**src/raac_regs.svh**
```systemverilog
// register offsets, field positions and reset values of the region access block
`ifndef RAAC_REGS_SVH
`define RAAC_REGS_SVH

// ----------------------------------------
// register byte offsets
// ----------------------------------------
`define RAAC_OFS_START 8'h00
`define RAAC_OFS_END 8'h04
`define RAAC_OFS_ACCESS 8'h08
`define RAAC_OFS_PIDVLD 8'h0C
`define RAAC_OFS_ALT 8'h10
`define RAAC_OFS_STATUS 8'h14
`define RAAC_OFS_MASK 8'h18

// ----------------------------------------
// field positions
// ----------------------------------------
`define RAAC_LOW_STRIDE 6
`define RAAC_UM_LSB 0
`define RAAC_SM_LSB 3
`define RAAC_PE_BIT 5
`define RAAC_HI_BASE 24
`define RAAC_HI_STRIDE 2
`define RAAC_WE_OFS 0
`define RAAC_RE_OFS 1
`define RAAC_VLD_BIT 0
`define RAAC_PIDMASK_LSB 16
`define RAAC_PID_LSB 24
`define RAAC_EV_DENY 0
`define RAAC_EV_INVAL 1

// ----------------------------------------
// reset values and responses
// ----------------------------------------
`define RAAC_RST_WORD 32'h00000000
`define RAAC_RST_EV 2'h0
`define RAAC_RESP_OKAY 2'h0
`define RAAC_RESP_SLVERR 2'h2

`endif

```
**src/raac_pkg.sv**
```systemverilog
// types shared by the region access block
package raac_pkg;

  typedef struct packed
  {
    logic valid;
    logic [2:0] master;
    logic write;
    logic fetch;
    logic supervisor;
    logic [7:0] pid;
    logic [31:0] addr;
  } raac_req_t;

  typedef struct packed
  {
    logic r;
    logic w;
    logic x;
  } raac_perm_t;

  typedef enum logic [1:0]
  {
    RAAC_SM_RWX = 2'h0,
    RAAC_SM_RX = 2'h1,
    RAAC_SM_RW = 2'h2,
    RAAC_SM_USER = 2'h3
  } raac_sup_t;

endpackage

```
**src/raac_axil_slave.sv**
```systemverilog
// axi4-lite slave handshake for the region access registers
`timescale 1ns/100ps
`include "raac_regs.svh"
module raac_axil_slave
(
  input wire logic clock,
  input wire logic nrst,
  input wire logic [31:0] s_axi_awaddr,
  input wire logic s_axi_awvalid,
  output logic s_axi_awready,
  input wire logic [31:0] s_axi_wdata,
  input wire logic [3:0] s_axi_wstrb,
  input wire logic s_axi_wvalid,
  output logic s_axi_wready,
  output logic [1:0] s_axi_bresp,
  output logic s_axi_bvalid,
  input wire logic s_axi_bready,
  input wire logic [31:0] s_axi_araddr,
  input wire logic s_axi_arvalid,
  output logic s_axi_arready,
  output logic [31:0] s_axi_rdata,
  output logic [1:0] s_axi_rresp,
  output logic s_axi_rvalid,
  input wire logic s_axi_rready,
  output logic wr_en,
  output logic [31:0] wr_addr,
  output logic [31:0] wr_data,
  output logic [3:0] wr_strb,
  input wire logic wr_ok,
  output logic rd_en,
  output logic [31:0] rd_addr,
  input wire logic [31:0] rd_data,
  input wire logic rd_ok
);
  logic aw_held_q, aw_held_d, w_held_q, w_held_d;
  logic awready_q, wready_q, arready_q, bvalid_q, rvalid_q;
  logic bvalid_d, rvalid_d;
  logic [31:0] awaddr_q, wdata_q, rdata_q;
  logic [3:0] wstrb_q;
  logic [1:0] bresp_q, rresp_q;

  // address and data are held apart, so either may arrive first
  wire aw_take = s_axi_awvalid & awready_q;
  wire w_take = s_axi_wvalid & wready_q;
  wire wr_fire = aw_held_q & w_held_q;
  wire ar_take = s_axi_arvalid & arready_q;

  assign aw_held_d = wr_fire ? 1'b0 : (aw_held_q | aw_take);
  assign w_held_d = wr_fire ? 1'b0 : (w_held_q | w_take);
  assign bvalid_d = wr_fire | (bvalid_q & ~s_axi_bready);
  assign rvalid_d = ar_take | (rvalid_q & ~s_axi_rready);

  assign wr_en = wr_fire;
  assign wr_addr = awaddr_q;
  assign wr_data = wdata_q;
  assign wr_strb = wstrb_q;
  assign rd_en = ar_take;
  assign rd_addr = s_axi_araddr;

  always_ff @(posedge clock or negedge nrst)
  begin
    if (!nrst)
    begin
      aw_held_q <= 1'b0;
      w_held_q <= 1'b0;
      awready_q <= 1'b1;
      wready_q <= 1'b1;
      arready_q <= 1'b1;
      bvalid_q <= 1'b0;
      rvalid_q <= 1'b0;
      awaddr_q <= `RAAC_RST_WORD;
      wdata_q <= `RAAC_RST_WORD;
      wstrb_q <= 4'h0;
      rdata_q <= `RAAC_RST_WORD;
      bresp_q <= `RAAC_RESP_OKAY;
      rresp_q <= `RAAC_RESP_OKAY;
    end
    else
    begin
      aw_held_q <= aw_held_d;
      w_held_q <= w_held_d;
      awready_q <= ~aw_held_d & ~bvalid_d;
      wready_q <= ~w_held_d & ~bvalid_d;
      arready_q <= ~rvalid_d;
      bvalid_q <= bvalid_d;
      rvalid_q <= rvalid_d;
      awaddr_q <= aw_take ? s_axi_awaddr : awaddr_q;
      wdata_q <= w_take ? s_axi_wdata : wdata_q;
      wstrb_q <= w_take ? s_axi_wstrb : wstrb_q;
      bresp_q <= wr_fire ? (wr_ok ? `RAAC_RESP_OKAY : `RAAC_RESP_SLVERR) : bresp_q;
      rdata_q <= ar_take ? rd_data : rdata_q;
      rresp_q <= ar_take ? (rd_ok ? `RAAC_RESP_OKAY : `RAAC_RESP_SLVERR) : rresp_q;
    end
  end

  assign s_axi_awready = awready_q;
  assign s_axi_wready = wready_q;
  assign s_axi_bvalid = bvalid_q;
  assign s_axi_bresp = bresp_q;
  assign s_axi_arready = arready_q;
  assign s_axi_rvalid = rvalid_q;
  assign s_axi_rdata = rdata_q;
  assign s_axi_rresp = rresp_q;
endmodule

```
**src/raac_perm_eval.sv**
```systemverilog
// effective permissions of the requesting master from the access word
`timescale 1ns/100ps
`include "raac_regs.svh"
module raac_perm_eval
(
  input wire logic [31:0] access_word,
  input wire logic [2:0] master,
  input wire logic supervisor,
  output raac_pkg::raac_perm_t eff_perm,
  output logic pid_enable
);
  import raac_pkg::*;

  raac_perm_t perm_by_master [8];
  logic [3:0] pe_by_master;

  // supervisor code decode, shared by masters 0 to 3
  function automatic raac_perm_t sup_decode(input logic [1:0] sm, input raac_perm_t um);
    raac_perm_t p;
    p = um;
    unique case (raac_sup_t'(sm))
      RAAC_SM_RWX: p = '{r: 1'b1, w: 1'b1, x: 1'b1};
      RAAC_SM_RX: p = '{r: 1'b1, w: 1'b0, x: 1'b1};
      RAAC_SM_RW: p = '{r: 1'b1, w: 1'b1, x: 1'b0};
      RAAC_SM_USER: p = um;
    endcase
    return p;
  endfunction

  genvar m;
  generate
    for (m = 0; m < 4; m++)
    begin : g_low
      wire raac_perm_t um = access_word[m*`RAAC_LOW_STRIDE+`RAAC_UM_LSB +: 3];
      wire [1:0] sm = access_word[m*`RAAC_LOW_STRIDE+`RAAC_SM_LSB +: 2];
      assign perm_by_master[m] = supervisor ? sup_decode(sm, um) : um;
      assign pe_by_master[m] = access_word[m*`RAAC_LOW_STRIDE+`RAAC_PE_BIT];
    end
    for (m = 4; m < 8; m++)
    begin : g_high
      // these masters have no fetch enable, so a fetch is judged as a read
      wire re = access_word[`RAAC_HI_BASE+(m-4)*`RAAC_HI_STRIDE+`RAAC_RE_OFS];
      wire we = access_word[`RAAC_HI_BASE+(m-4)*`RAAC_HI_STRIDE+`RAAC_WE_OFS];
      assign perm_by_master[m] = '{r: re, w: we, x: re};
    end
  endgenerate

  assign eff_perm = perm_by_master[master];
  assign pid_enable = master[2] ? 1'b0 : pe_by_master[master[1:0]];
endmodule

```
**src/raac_top.sv**
```systemverilog
// region descriptor with alternate access-control view and access checker
//----------------------------------------
// What this block does
// - a write to the alternate location changes the access fields and never touches the valid bit
// - the alternate location and the access word are one 32-bit storage with one layout
// - masters 4 to 7 may read only while their read enable is set, else the read errors
// - masters 4 to 7 may write only while their write enable is set, else the write errors
// - masters 0 to 3 include the pid and its mask in the hit only while their pid enable is set
// - supervisor code 00 gives rwx, 01 gives r-x, 10 gives rw- for masters 0 to 3
// - supervisor code 11 gives exactly the user-mode rights of that master
// - user mode of masters 0 to 3 uses three independent r, w, x enable bits
// - an access whose right is clear errors unless another descriptor grants it
// - a write to descriptor words 0, 1 or 2 through the primary view clears the valid bit
// - new rights from the alternate location apply at once when its bus write completes
//----------------------------------------
//
// The AXI4-Lite slave port and the placing of the registers are this design's own decisions.
`timescale 1ns/100ps
`include "raac_regs.svh"
module raac_top
(
  input wire logic clock,
  input wire logic nrst,
  input wire logic [31:0] s_axi_awaddr,
  input wire logic s_axi_awvalid,
  output logic s_axi_awready,
  input wire logic [31:0] s_axi_wdata,
  input wire logic [3:0] s_axi_wstrb,
  input wire logic s_axi_wvalid,
  output logic s_axi_wready,
  output logic [1:0] s_axi_bresp,
  output logic s_axi_bvalid,
  input wire logic s_axi_bready,
  input wire logic [31:0] s_axi_araddr,
  input wire logic s_axi_arvalid,
  output logic s_axi_arready,
  output logic [31:0] s_axi_rdata,
  output logic [1:0] s_axi_rresp,
  output logic s_axi_rvalid,
  input wire logic s_axi_rready,
  input wire raac_pkg::raac_req_t access_req,
  input wire logic other_grant,
  output logic check_done,
  output logic access_error,
  output logic region_hit,
  output logic region_violation,
  output logic irq
);
  import raac_pkg::*;

  //----------------------------------------
  // bus slave
  //----------------------------------------
  logic wr_en;
  logic rd_en;
  logic [31:0] wr_addr;
  logic [31:0] wr_data;
  logic [31:0] rd_addr;
  logic [31:0] rd_data;
  logic [3:0] wr_strb;
  logic wr_ok;
  logic rd_ok;

  raac_axil_slave u_slave
  (
    .clock(clock),
    .nrst(nrst),
    .s_axi_awaddr(s_axi_awaddr),
    .s_axi_awvalid(s_axi_awvalid),
    .s_axi_awready(s_axi_awready),
    .s_axi_wdata(s_axi_wdata),
    .s_axi_wstrb(s_axi_wstrb),
    .s_axi_wvalid(s_axi_wvalid),
    .s_axi_wready(s_axi_wready),
    .s_axi_bresp(s_axi_bresp),
    .s_axi_bvalid(s_axi_bvalid),
    .s_axi_bready(s_axi_bready),
    .s_axi_araddr(s_axi_araddr),
    .s_axi_arvalid(s_axi_arvalid),
    .s_axi_arready(s_axi_arready),
    .s_axi_rdata(s_axi_rdata),
    .s_axi_rresp(s_axi_rresp),
    .s_axi_rvalid(s_axi_rvalid),
    .s_axi_rready(s_axi_rready),
    .wr_en(wr_en),
    .wr_addr(wr_addr),
    .wr_data(wr_data),
    .wr_strb(wr_strb),
    .wr_ok(wr_ok),
    .rd_en(rd_en),
    .rd_addr(rd_addr),
    .rd_data(rd_data),
    .rd_ok(rd_ok)
  );

  //----------------------------------------
  // address decode
  //----------------------------------------
  function automatic logic is_mapped(input logic [31:0] a);
    logic [7:0] ofs;
    ofs = a[7:0];
    return (a[31:8] == 24'h000000) &&
      ((ofs == `RAAC_OFS_START) || (ofs == `RAAC_OFS_END) ||
       (ofs == `RAAC_OFS_ACCESS) || (ofs == `RAAC_OFS_PIDVLD) ||
       (ofs == `RAAC_OFS_ALT) || (ofs == `RAAC_OFS_STATUS) ||
       (ofs == `RAAC_OFS_MASK));
  endfunction

  // byte lanes not strobed keep their old contents
  function automatic logic [31:0] merge_strb(input logic [31:0] old_v, input logic [31:0] new_v,
                                            input logic [3:0] strb);
    logic [31:0] r;
    r = old_v;
    for (int b = 0; b < 4; b++)
    begin
      if (strb[b])
      begin
        r[b*8 +: 8] = new_v[b*8 +: 8];
      end
    end
    return r;
  endfunction

  assign wr_ok = is_mapped(wr_addr);
  assign rd_ok = is_mapped(rd_addr);

  wire wr_hit = wr_en & wr_ok;
  wire wr_start = wr_hit & (wr_addr[7:0] == `RAAC_OFS_START);
  wire wr_end = wr_hit & (wr_addr[7:0] == `RAAC_OFS_END);
  wire wr_access = wr_hit & (wr_addr[7:0] == `RAAC_OFS_ACCESS);
  wire wr_pidvld = wr_hit & (wr_addr[7:0] == `RAAC_OFS_PIDVLD);
  wire wr_alt = wr_hit & (wr_addr[7:0] == `RAAC_OFS_ALT);
  wire wr_mask = wr_hit & (wr_addr[7:0] == `RAAC_OFS_MASK);
  wire rd_status = rd_en & rd_ok & (rd_addr[7:0] == `RAAC_OFS_STATUS);

  //----------------------------------------
  // descriptor storage
  //----------------------------------------
  logic [31:0] start_q;
  logic [31:0] start_d;
  logic [31:0] end_q;
  logic [31:0] end_d;
  logic [31:0] access_q;
  logic [31:0] access_d;
  logic [7:0] pid_q;
  logic [7:0] pid_d;
  logic [7:0] pid_mask_q;
  logic [7:0] pid_mask_d;
  logic valid_q;
  logic valid_d;
  logic [31:0] pidvld_merged;

  assign start_d = wr_start ? merge_strb(start_q, wr_data, wr_strb) : start_q;
  assign end_d = wr_end ? merge_strb(end_q, wr_data, wr_strb) : end_q;

  // one storage serves both views, only the valid side effect differs
  assign access_d = (wr_access | wr_alt) ? merge_strb(access_q, wr_data, wr_strb) : access_q;

  assign pidvld_merged = merge_strb({pid_q, pid_mask_q, 15'h0000, valid_q}, wr_data, wr_strb);
  assign pid_d = wr_pidvld ? pidvld_merged[`RAAC_PID_LSB +: 8] : pid_q;
  assign pid_mask_d = wr_pidvld ? pidvld_merged[`RAAC_PIDMASK_LSB +: 8] : pid_mask_q;

  // primary writes to words 0 to 2 drop the valid bit so a half-written descriptor never matches
  assign valid_d = wr_pidvld ? pidvld_merged[`RAAC_VLD_BIT] :
                   (wr_start | wr_end | wr_access) ? 1'b0 :
                   valid_q;

  always_ff @(posedge clock or negedge nrst)
  begin
    if (!nrst)
    begin
      start_q <= `RAAC_RST_WORD;
    end
    else
    begin
      start_q <= start_d;
    end
  end

  always_ff @(posedge clock or negedge nrst)
  begin
    if (!nrst)
    begin
      end_q <= `RAAC_RST_WORD;
    end
    else
    begin
      end_q <= end_d;
    end
  end

  always_ff @(posedge clock or negedge nrst)
  begin
    if (!nrst)
    begin
      access_q <= `RAAC_RST_WORD;
    end
    else
    begin
      access_q <= access_d;
    end
  end

  always_ff @(posedge clock or negedge nrst)
  begin
    if (!nrst)
    begin
      pid_q <= 8'h00;
    end
    else
    begin
      pid_q <= pid_d;
    end
  end

  always_ff @(posedge clock or negedge nrst)
  begin
    if (!nrst)
    begin
      pid_mask_q <= 8'h00;
    end
    else
    begin
      pid_mask_q <= pid_mask_d;
    end
  end

  always_ff @(posedge clock or negedge nrst)
  begin
    if (!nrst)
    begin
      valid_q <= 1'b0;
    end
    else
    begin
      valid_q <= valid_d;
    end
  end

  //----------------------------------------
  // access evaluation
  //----------------------------------------
  raac_perm_t eff_perm;
  logic pid_enable;

  // rights are taken straight from the stored word, so a finished write applies next cycle
  raac_perm_eval u_perm
  (
    .access_word(access_q),
    .master(access_req.master),
    .supervisor(access_req.supervisor),
    .eff_perm(eff_perm),
    .pid_enable(pid_enable)
  );

  wire in_range = (access_req.addr >= start_q) && (access_req.addr <= end_q);
  wire pid_match = ((access_req.pid | pid_mask_q) == (pid_q | pid_mask_q));
  wire pid_hit = ~pid_enable | pid_match;
  wire hit = valid_q & in_range & pid_hit;

  // fetch checks x, otherwise write checks w and read checks r
  wire violation = access_req.fetch ? ~eff_perm.x :
                   access_req.write ? ~eff_perm.w :
                   ~eff_perm.r;
  wire grant = hit & ~violation;
  wire allow = grant | other_grant;
  wire deny = access_req.valid & ~allow;

  logic check_done_q;
  logic access_error_q;
  logic region_hit_q;
  logic region_violation_q;

  always_ff @(posedge clock or negedge nrst)
  begin
    if (!nrst)
    begin
      check_done_q <= 1'b0;
      access_error_q <= 1'b0;
      region_hit_q <= 1'b0;
      region_violation_q <= 1'b0;
    end
    else
    begin
      check_done_q <= access_req.valid;
      access_error_q <= deny;
      region_hit_q <= access_req.valid & hit;
      region_violation_q <= access_req.valid & hit & violation;
    end
  end

  //----------------------------------------
  // events and interrupt
  //----------------------------------------
  logic [1:0] status_q;
  logic [1:0] status_d;
  logic [1:0] mask_q;
  logic [1:0] mask_d;
  logic [1:0] ev_set;
  logic irq_q;

  assign ev_set[`RAAC_EV_DENY] = deny;
  assign ev_set[`RAAC_EV_INVAL] = valid_q & ~wr_pidvld & (wr_start | wr_end | wr_access);

  // a new event in the clearing read cycle survives the clear
  assign status_d = (rd_status ? 2'h0 : status_q) | ev_set;
  assign mask_d = wr_mask ? wr_data[1:0] & {2{wr_strb[0]}} | mask_q & {2{~wr_strb[0]}} : mask_q;

  always_ff @(posedge clock or negedge nrst)
  begin
    if (!nrst)
    begin
      status_q <= `RAAC_RST_EV;
    end
    else
    begin
      status_q <= status_d;
    end
  end

  always_ff @(posedge clock or negedge nrst)
  begin
    if (!nrst)
    begin
      mask_q <= `RAAC_RST_EV;
      irq_q <= 1'b0;
    end
    else
    begin
      mask_q <= mask_d;
      irq_q <= |(status_d & mask_d);
    end
  end

  //----------------------------------------
  // read data
  //----------------------------------------
  wire [7:0] rofs = rd_addr[7:0];
  assign rd_data = ~rd_ok ? `RAAC_RST_WORD :
                   (rofs == `RAAC_OFS_START) ? start_q :
                   (rofs == `RAAC_OFS_END) ? end_q :
                   (rofs == `RAAC_OFS_ACCESS) ? access_q :
                   (rofs == `RAAC_OFS_ALT) ? access_q :
                   (rofs == `RAAC_OFS_PIDVLD) ? {pid_q, pid_mask_q, 15'h0000, valid_q} :
                   (rofs == `RAAC_OFS_STATUS) ? {30'h0, status_q} :
                   {30'h0, mask_q};

  assign check_done = check_done_q;
  assign access_error = access_error_q;
  assign region_hit = region_hit_q;
  assign region_violation = region_violation_q;
  assign irq = irq_q;
endmodule

```
**config.mk**
```make
export PLATFORM = sky130hd
export DESIGN_NAME = raac_top
export DESIGN_NICKNAME = d
export VERILOG_FILES = /design/src/raac_pkg.sv /design/src/raac_axil_slave.sv /design/src/raac_perm_eval.sv /design/src/raac_top.sv
export VERILOG_INCLUDE_DIRS = /design/src /design/src/src
export SDC_FILE = /design/constraint.sdc
export NUM_CORES = 1
export LEC_CHECK = 0
export BUFFER_PORTS_ARGS = -buffer_cell sky130_fd_sc_hd__buf_2
export CAP_MARGIN = 10
export CORE_UTILIZATION = 27
export DETAILED_ROUTE_END_ITERATION = 8
export PLACE_DENSITY = 0.43
export SYNTH_ARGS = -nofsm -noshare
export SYNTH_HDL_FRONTEND = slang
export SYNTH_SLANG_ARGS = --single-unit
```
**constraint.sdc**
```tcl
create_clock -name clock -period 3.2 [get_ports clock]
set_input_delay 0.8 -clock clock [delete_from_list [all_inputs] [get_ports clock]]
set_output_delay 0.8 -clock clock [all_outputs]
set_load 0.03 [all_outputs]
```
==> results.md <==
- Min Tclk post-route: 2870 ps
- Top_reg_cell synth: dfrtp_1
- Total global-route track usage: 16.6%
- PortBufs: 198
- Clk_skew: 8.85 ps
- Finished Cell Area: 14300 um^2
- Critical Path Slowest Stage Cell: nor4_1
- Lkg Pwr: 6.69 nW
- Crit Path Category: reg2reg
- CTS tree: yes
- Power density over the cells: 578 nW/um^2
- Drt pass-1 iters: 6
- Ports: 201
- Synthesis-to-layout area growth: 24.1%
- Pin count of the biggest net entering global routing: 74
- Max Freq: 0.348 GHz
- Synth Register Bits: 231
- DPL Wire Length: 26800 um
- Maxcap violations: 0
- Share of the synthesized area in the top cell type: 49.7%
- Hold_buf cts: 0
- Pre-CTS worst setup slack: -29.7 ps
- Synth area leaders: dfrtp_1 (50%), mux2_2 (18%), ha_1 (7.0%)
- Max Root-Sink Buffers: 3
- Final core utilization: 34.0%
- Starting Density: 27.4%
- Die Y: 208 um
- Ys Warns: 0
- H-tree depth: 1
- Die Width: 208 um
- Status: complete, no violations
- Flop2flop setup slack: 330 ps
- First-pass GRT wire length: 54400 um
- Final WL: 36000 um
- Number of gates resized after CTS: 0
- Final WS setup: 329 ps
- Number of enable flip-flop cells after synthesis: 0
- Vias: 8497
- R2r endpoint: end_q[20]$_DFFE_PN0P_
- Fin. max-slew vios: 0
- Worst Path Required: 3630 ps
- TritonCTS Buffers: 29
- Worst-path clk slew: 60 ps
- Placed cell areas: 13300 um^2
- Slew of the pin with the lowest slew margin: 564 ps
- Hold Crit Class: in2async
- Mapped Area: 11500 um^2
- Post-synth top area cell: dfrtp_1
- Worst setup SP type: flip-flop
- Post-CTS setup buffers: 0
- Crit-path max FO: 8
- Row cnt: 75
- Endpoint class of the critical path: flip-flop
- CP Cell Sequence: nor4_1, nand4_1, nor4_1, buf_4, and3b_1, nand2_1, mux2_2
- Worst EP arrival: 3300 ps
- Most frequent CP cell: nor4_1
- Routed Antenna Nets: 0
- DR DRC count: 0
- Routability cong.: 0.785
- Peak VDD IR: 0.000410 V
- Sequential area share after synthesis: 50.4%
- Netlist cell types: 61
- Initial antenna violation count: 9
- TritonCTS Sinks: 231
- Asr flop ratio synth: 100%
- Mean Syn Cell Area: 11.7 um^2
- Vias per cell: 4.80
- WL/cell: 20.3 um
- Part of the cycle the worst path needs: 89.7%
- Root Driver: clkbuf_16
- Grt ovf: 0
- Post-Syn Instances: 982
- Worst skew pair latency: 550 ps
- Final #Nets: 1425
- Final setup vio count: 0
- Die area: 43400 um^2
- Rel. slew slack: 62.4%
- Vias in the first global route: 8757
- Layout cells sized above 1: 38.3%
- Hold WS: 189 ps
- Reg2Reg Depth: 7
- DRT iter0 DRCs: 383
- FF-to-FF Start: u_slave.wr_addr[11]$_DFFE_PN0P_
- Final setup TNS: 0 ps
- Core area: 41900 um^2
- Fillers: 4310
- Largest stage delay on the critical path: 410 ps
- RSZ-0062 raised after global routing: false
- Hold Fails Final Rpt: 0
-- where the power goes --
group          switching, mW  internal, mW
combinational          0.520         0.648
sequential             0.506          3.41
clock                   1.27          1.88
total                   2.29          5.94
-- cell usage in the layout, fill, tap and decap left out, drive strengths merged, types with 4 or more instances in the layout --
cell	instances
dfrtp	228
buf	231
nor3	12
clkbuf	46
a211oi	4
nand2	90
diode	4
a21o	26
nor2b	6
a21boi	4
ha	64
nand2b	7
a21oi	38
mux2i	7
o22ai	4
mux2	182
and4	8
clkinv	6
nand4	12
inv	68
a222oi	15
nor4	20
nor2	14
xnor2	10
nand3	11
a221oi	5
a22oi	15
o21ai	45
-- per-stage QoR --
step                      cells  power [mW]
after floorplan             983        4.57
after global placement     1714        5.14
after detailed placement   1714        5.16
after CTS                  1767        8.38
after global routing       1768        8.67
final                      1771        8.23
-- cells by family after synthesis --
group	synth area share (%)
AND/OR/NAND/NOR	8.91
adder cells (fa/ha/maj)	6.97
AO/OA/AOI/OAI	10.2
buffers and inverters	3.71
other	0.0326
flip-flops	50.4
multiplexers	19.0
XOR/XNOR	0.762
-- per-layer routing --
layer	part of all wire, %	routed length [um]	global-route usage, %	vias up
met5	0.13	48	0	-
met2	46	16700	27.1	219
met4	1.6	569	3.75	8
met1	46	16500	22.1	4190
met3	6.1	2210	4.11	48
li1	-	-	-	4032
-- critical path, delay by kind of cell (launching register included) --
family                 cells  cell delay [ps]
buffers and inverters      1              190
muxes                      1              400
DFF                        1              370
and+or+nand+nor            5             1770
-- synthesized netlist by cell type (2+ instances only) --
cell type  count
buf_6          2
nor4_1        20
o21ai_1        2
ha_1          64
o22ai_1        4
a211oi_1       4
a21o_1        26
a2111oi_0      2
dfrtp_1      228
nor3_1        11
and3_1         2
o21ai_0       43
o31a_1         3
or4_1          2
a222oi_1      15
inv_1         68
o211ai_1       2
nand2b_1       7
mux2i_1        7
nor3b_1        2
xnor2_1       10
mux2_2       181
nand3b_1       2
nand2_1       90
and4_1         8
nand3_1       11
a32oi_1        3
o221ai_1       3
a22oi_1       15
or2_1          2
a21boi_0       4
nor2_1        14
clkbuf_1      33
nand4_1       12
buf_2          2
mux4_2         3
a21oi_1       38
buf_4          2
nor2b_1        6
and2_1         2
a221oi_1       5
dfstp_2        3
-- worst max path at each step --
stage	from	end	slack (ps)	cells after the start
2_1_floorplan	s_axi_araddr[7]	irq$_DFF_PN0_	100	9
3_3_place_gp	access_req[25]	irq$_DFF_PN0_	0.5	9
3_5_place_dp	access_req[25]	irq$_DFF_PN0_	-30	9
4_1_cts	u_slave.wr_addr[11]$_DFFE_PN0P_	end_q[20]$_DFFE_PN0P_	300	7
5_1_grt	u_slave.wr_addr[11]$_DFFE_PN0P_	end_q[21]$_DFFE_PN0P_	100	7
6_report	u_slave.wr_addr[11]$_DFFE_PN0P_	end_q[20]$_DFFE_PN0P_	330	7
-- final cells by class --
cell class / count / area [um^2] / area share, %
tap: 539 / 674 / 4.73
sequential: 231 / 5780 / 40.6
antenna: 4 / 10.0 / 0.0702
clock inverter: 7 / 60.1 / 0.421
multi-input combinational: 645 / 5300 / 37.2
clock buffer: 46 / 850 / 5.96
inverter: 68 / 255 / 1.79
timing repair buffer: 231 / 1320 / 9.29
-- state kept, by name, indices dropped and copies added (netlist names), 4 cells and up --
register	count
end_q	32
pid_q	8
pid_mask_q	8
u_slave.s_axi_rdata	32
u_slave.wr_data	32
start_q	32
u_slave.wr_addr	32
access_q	32
u_slave.wr_strb	4
(Power assumes the default switching activity.)
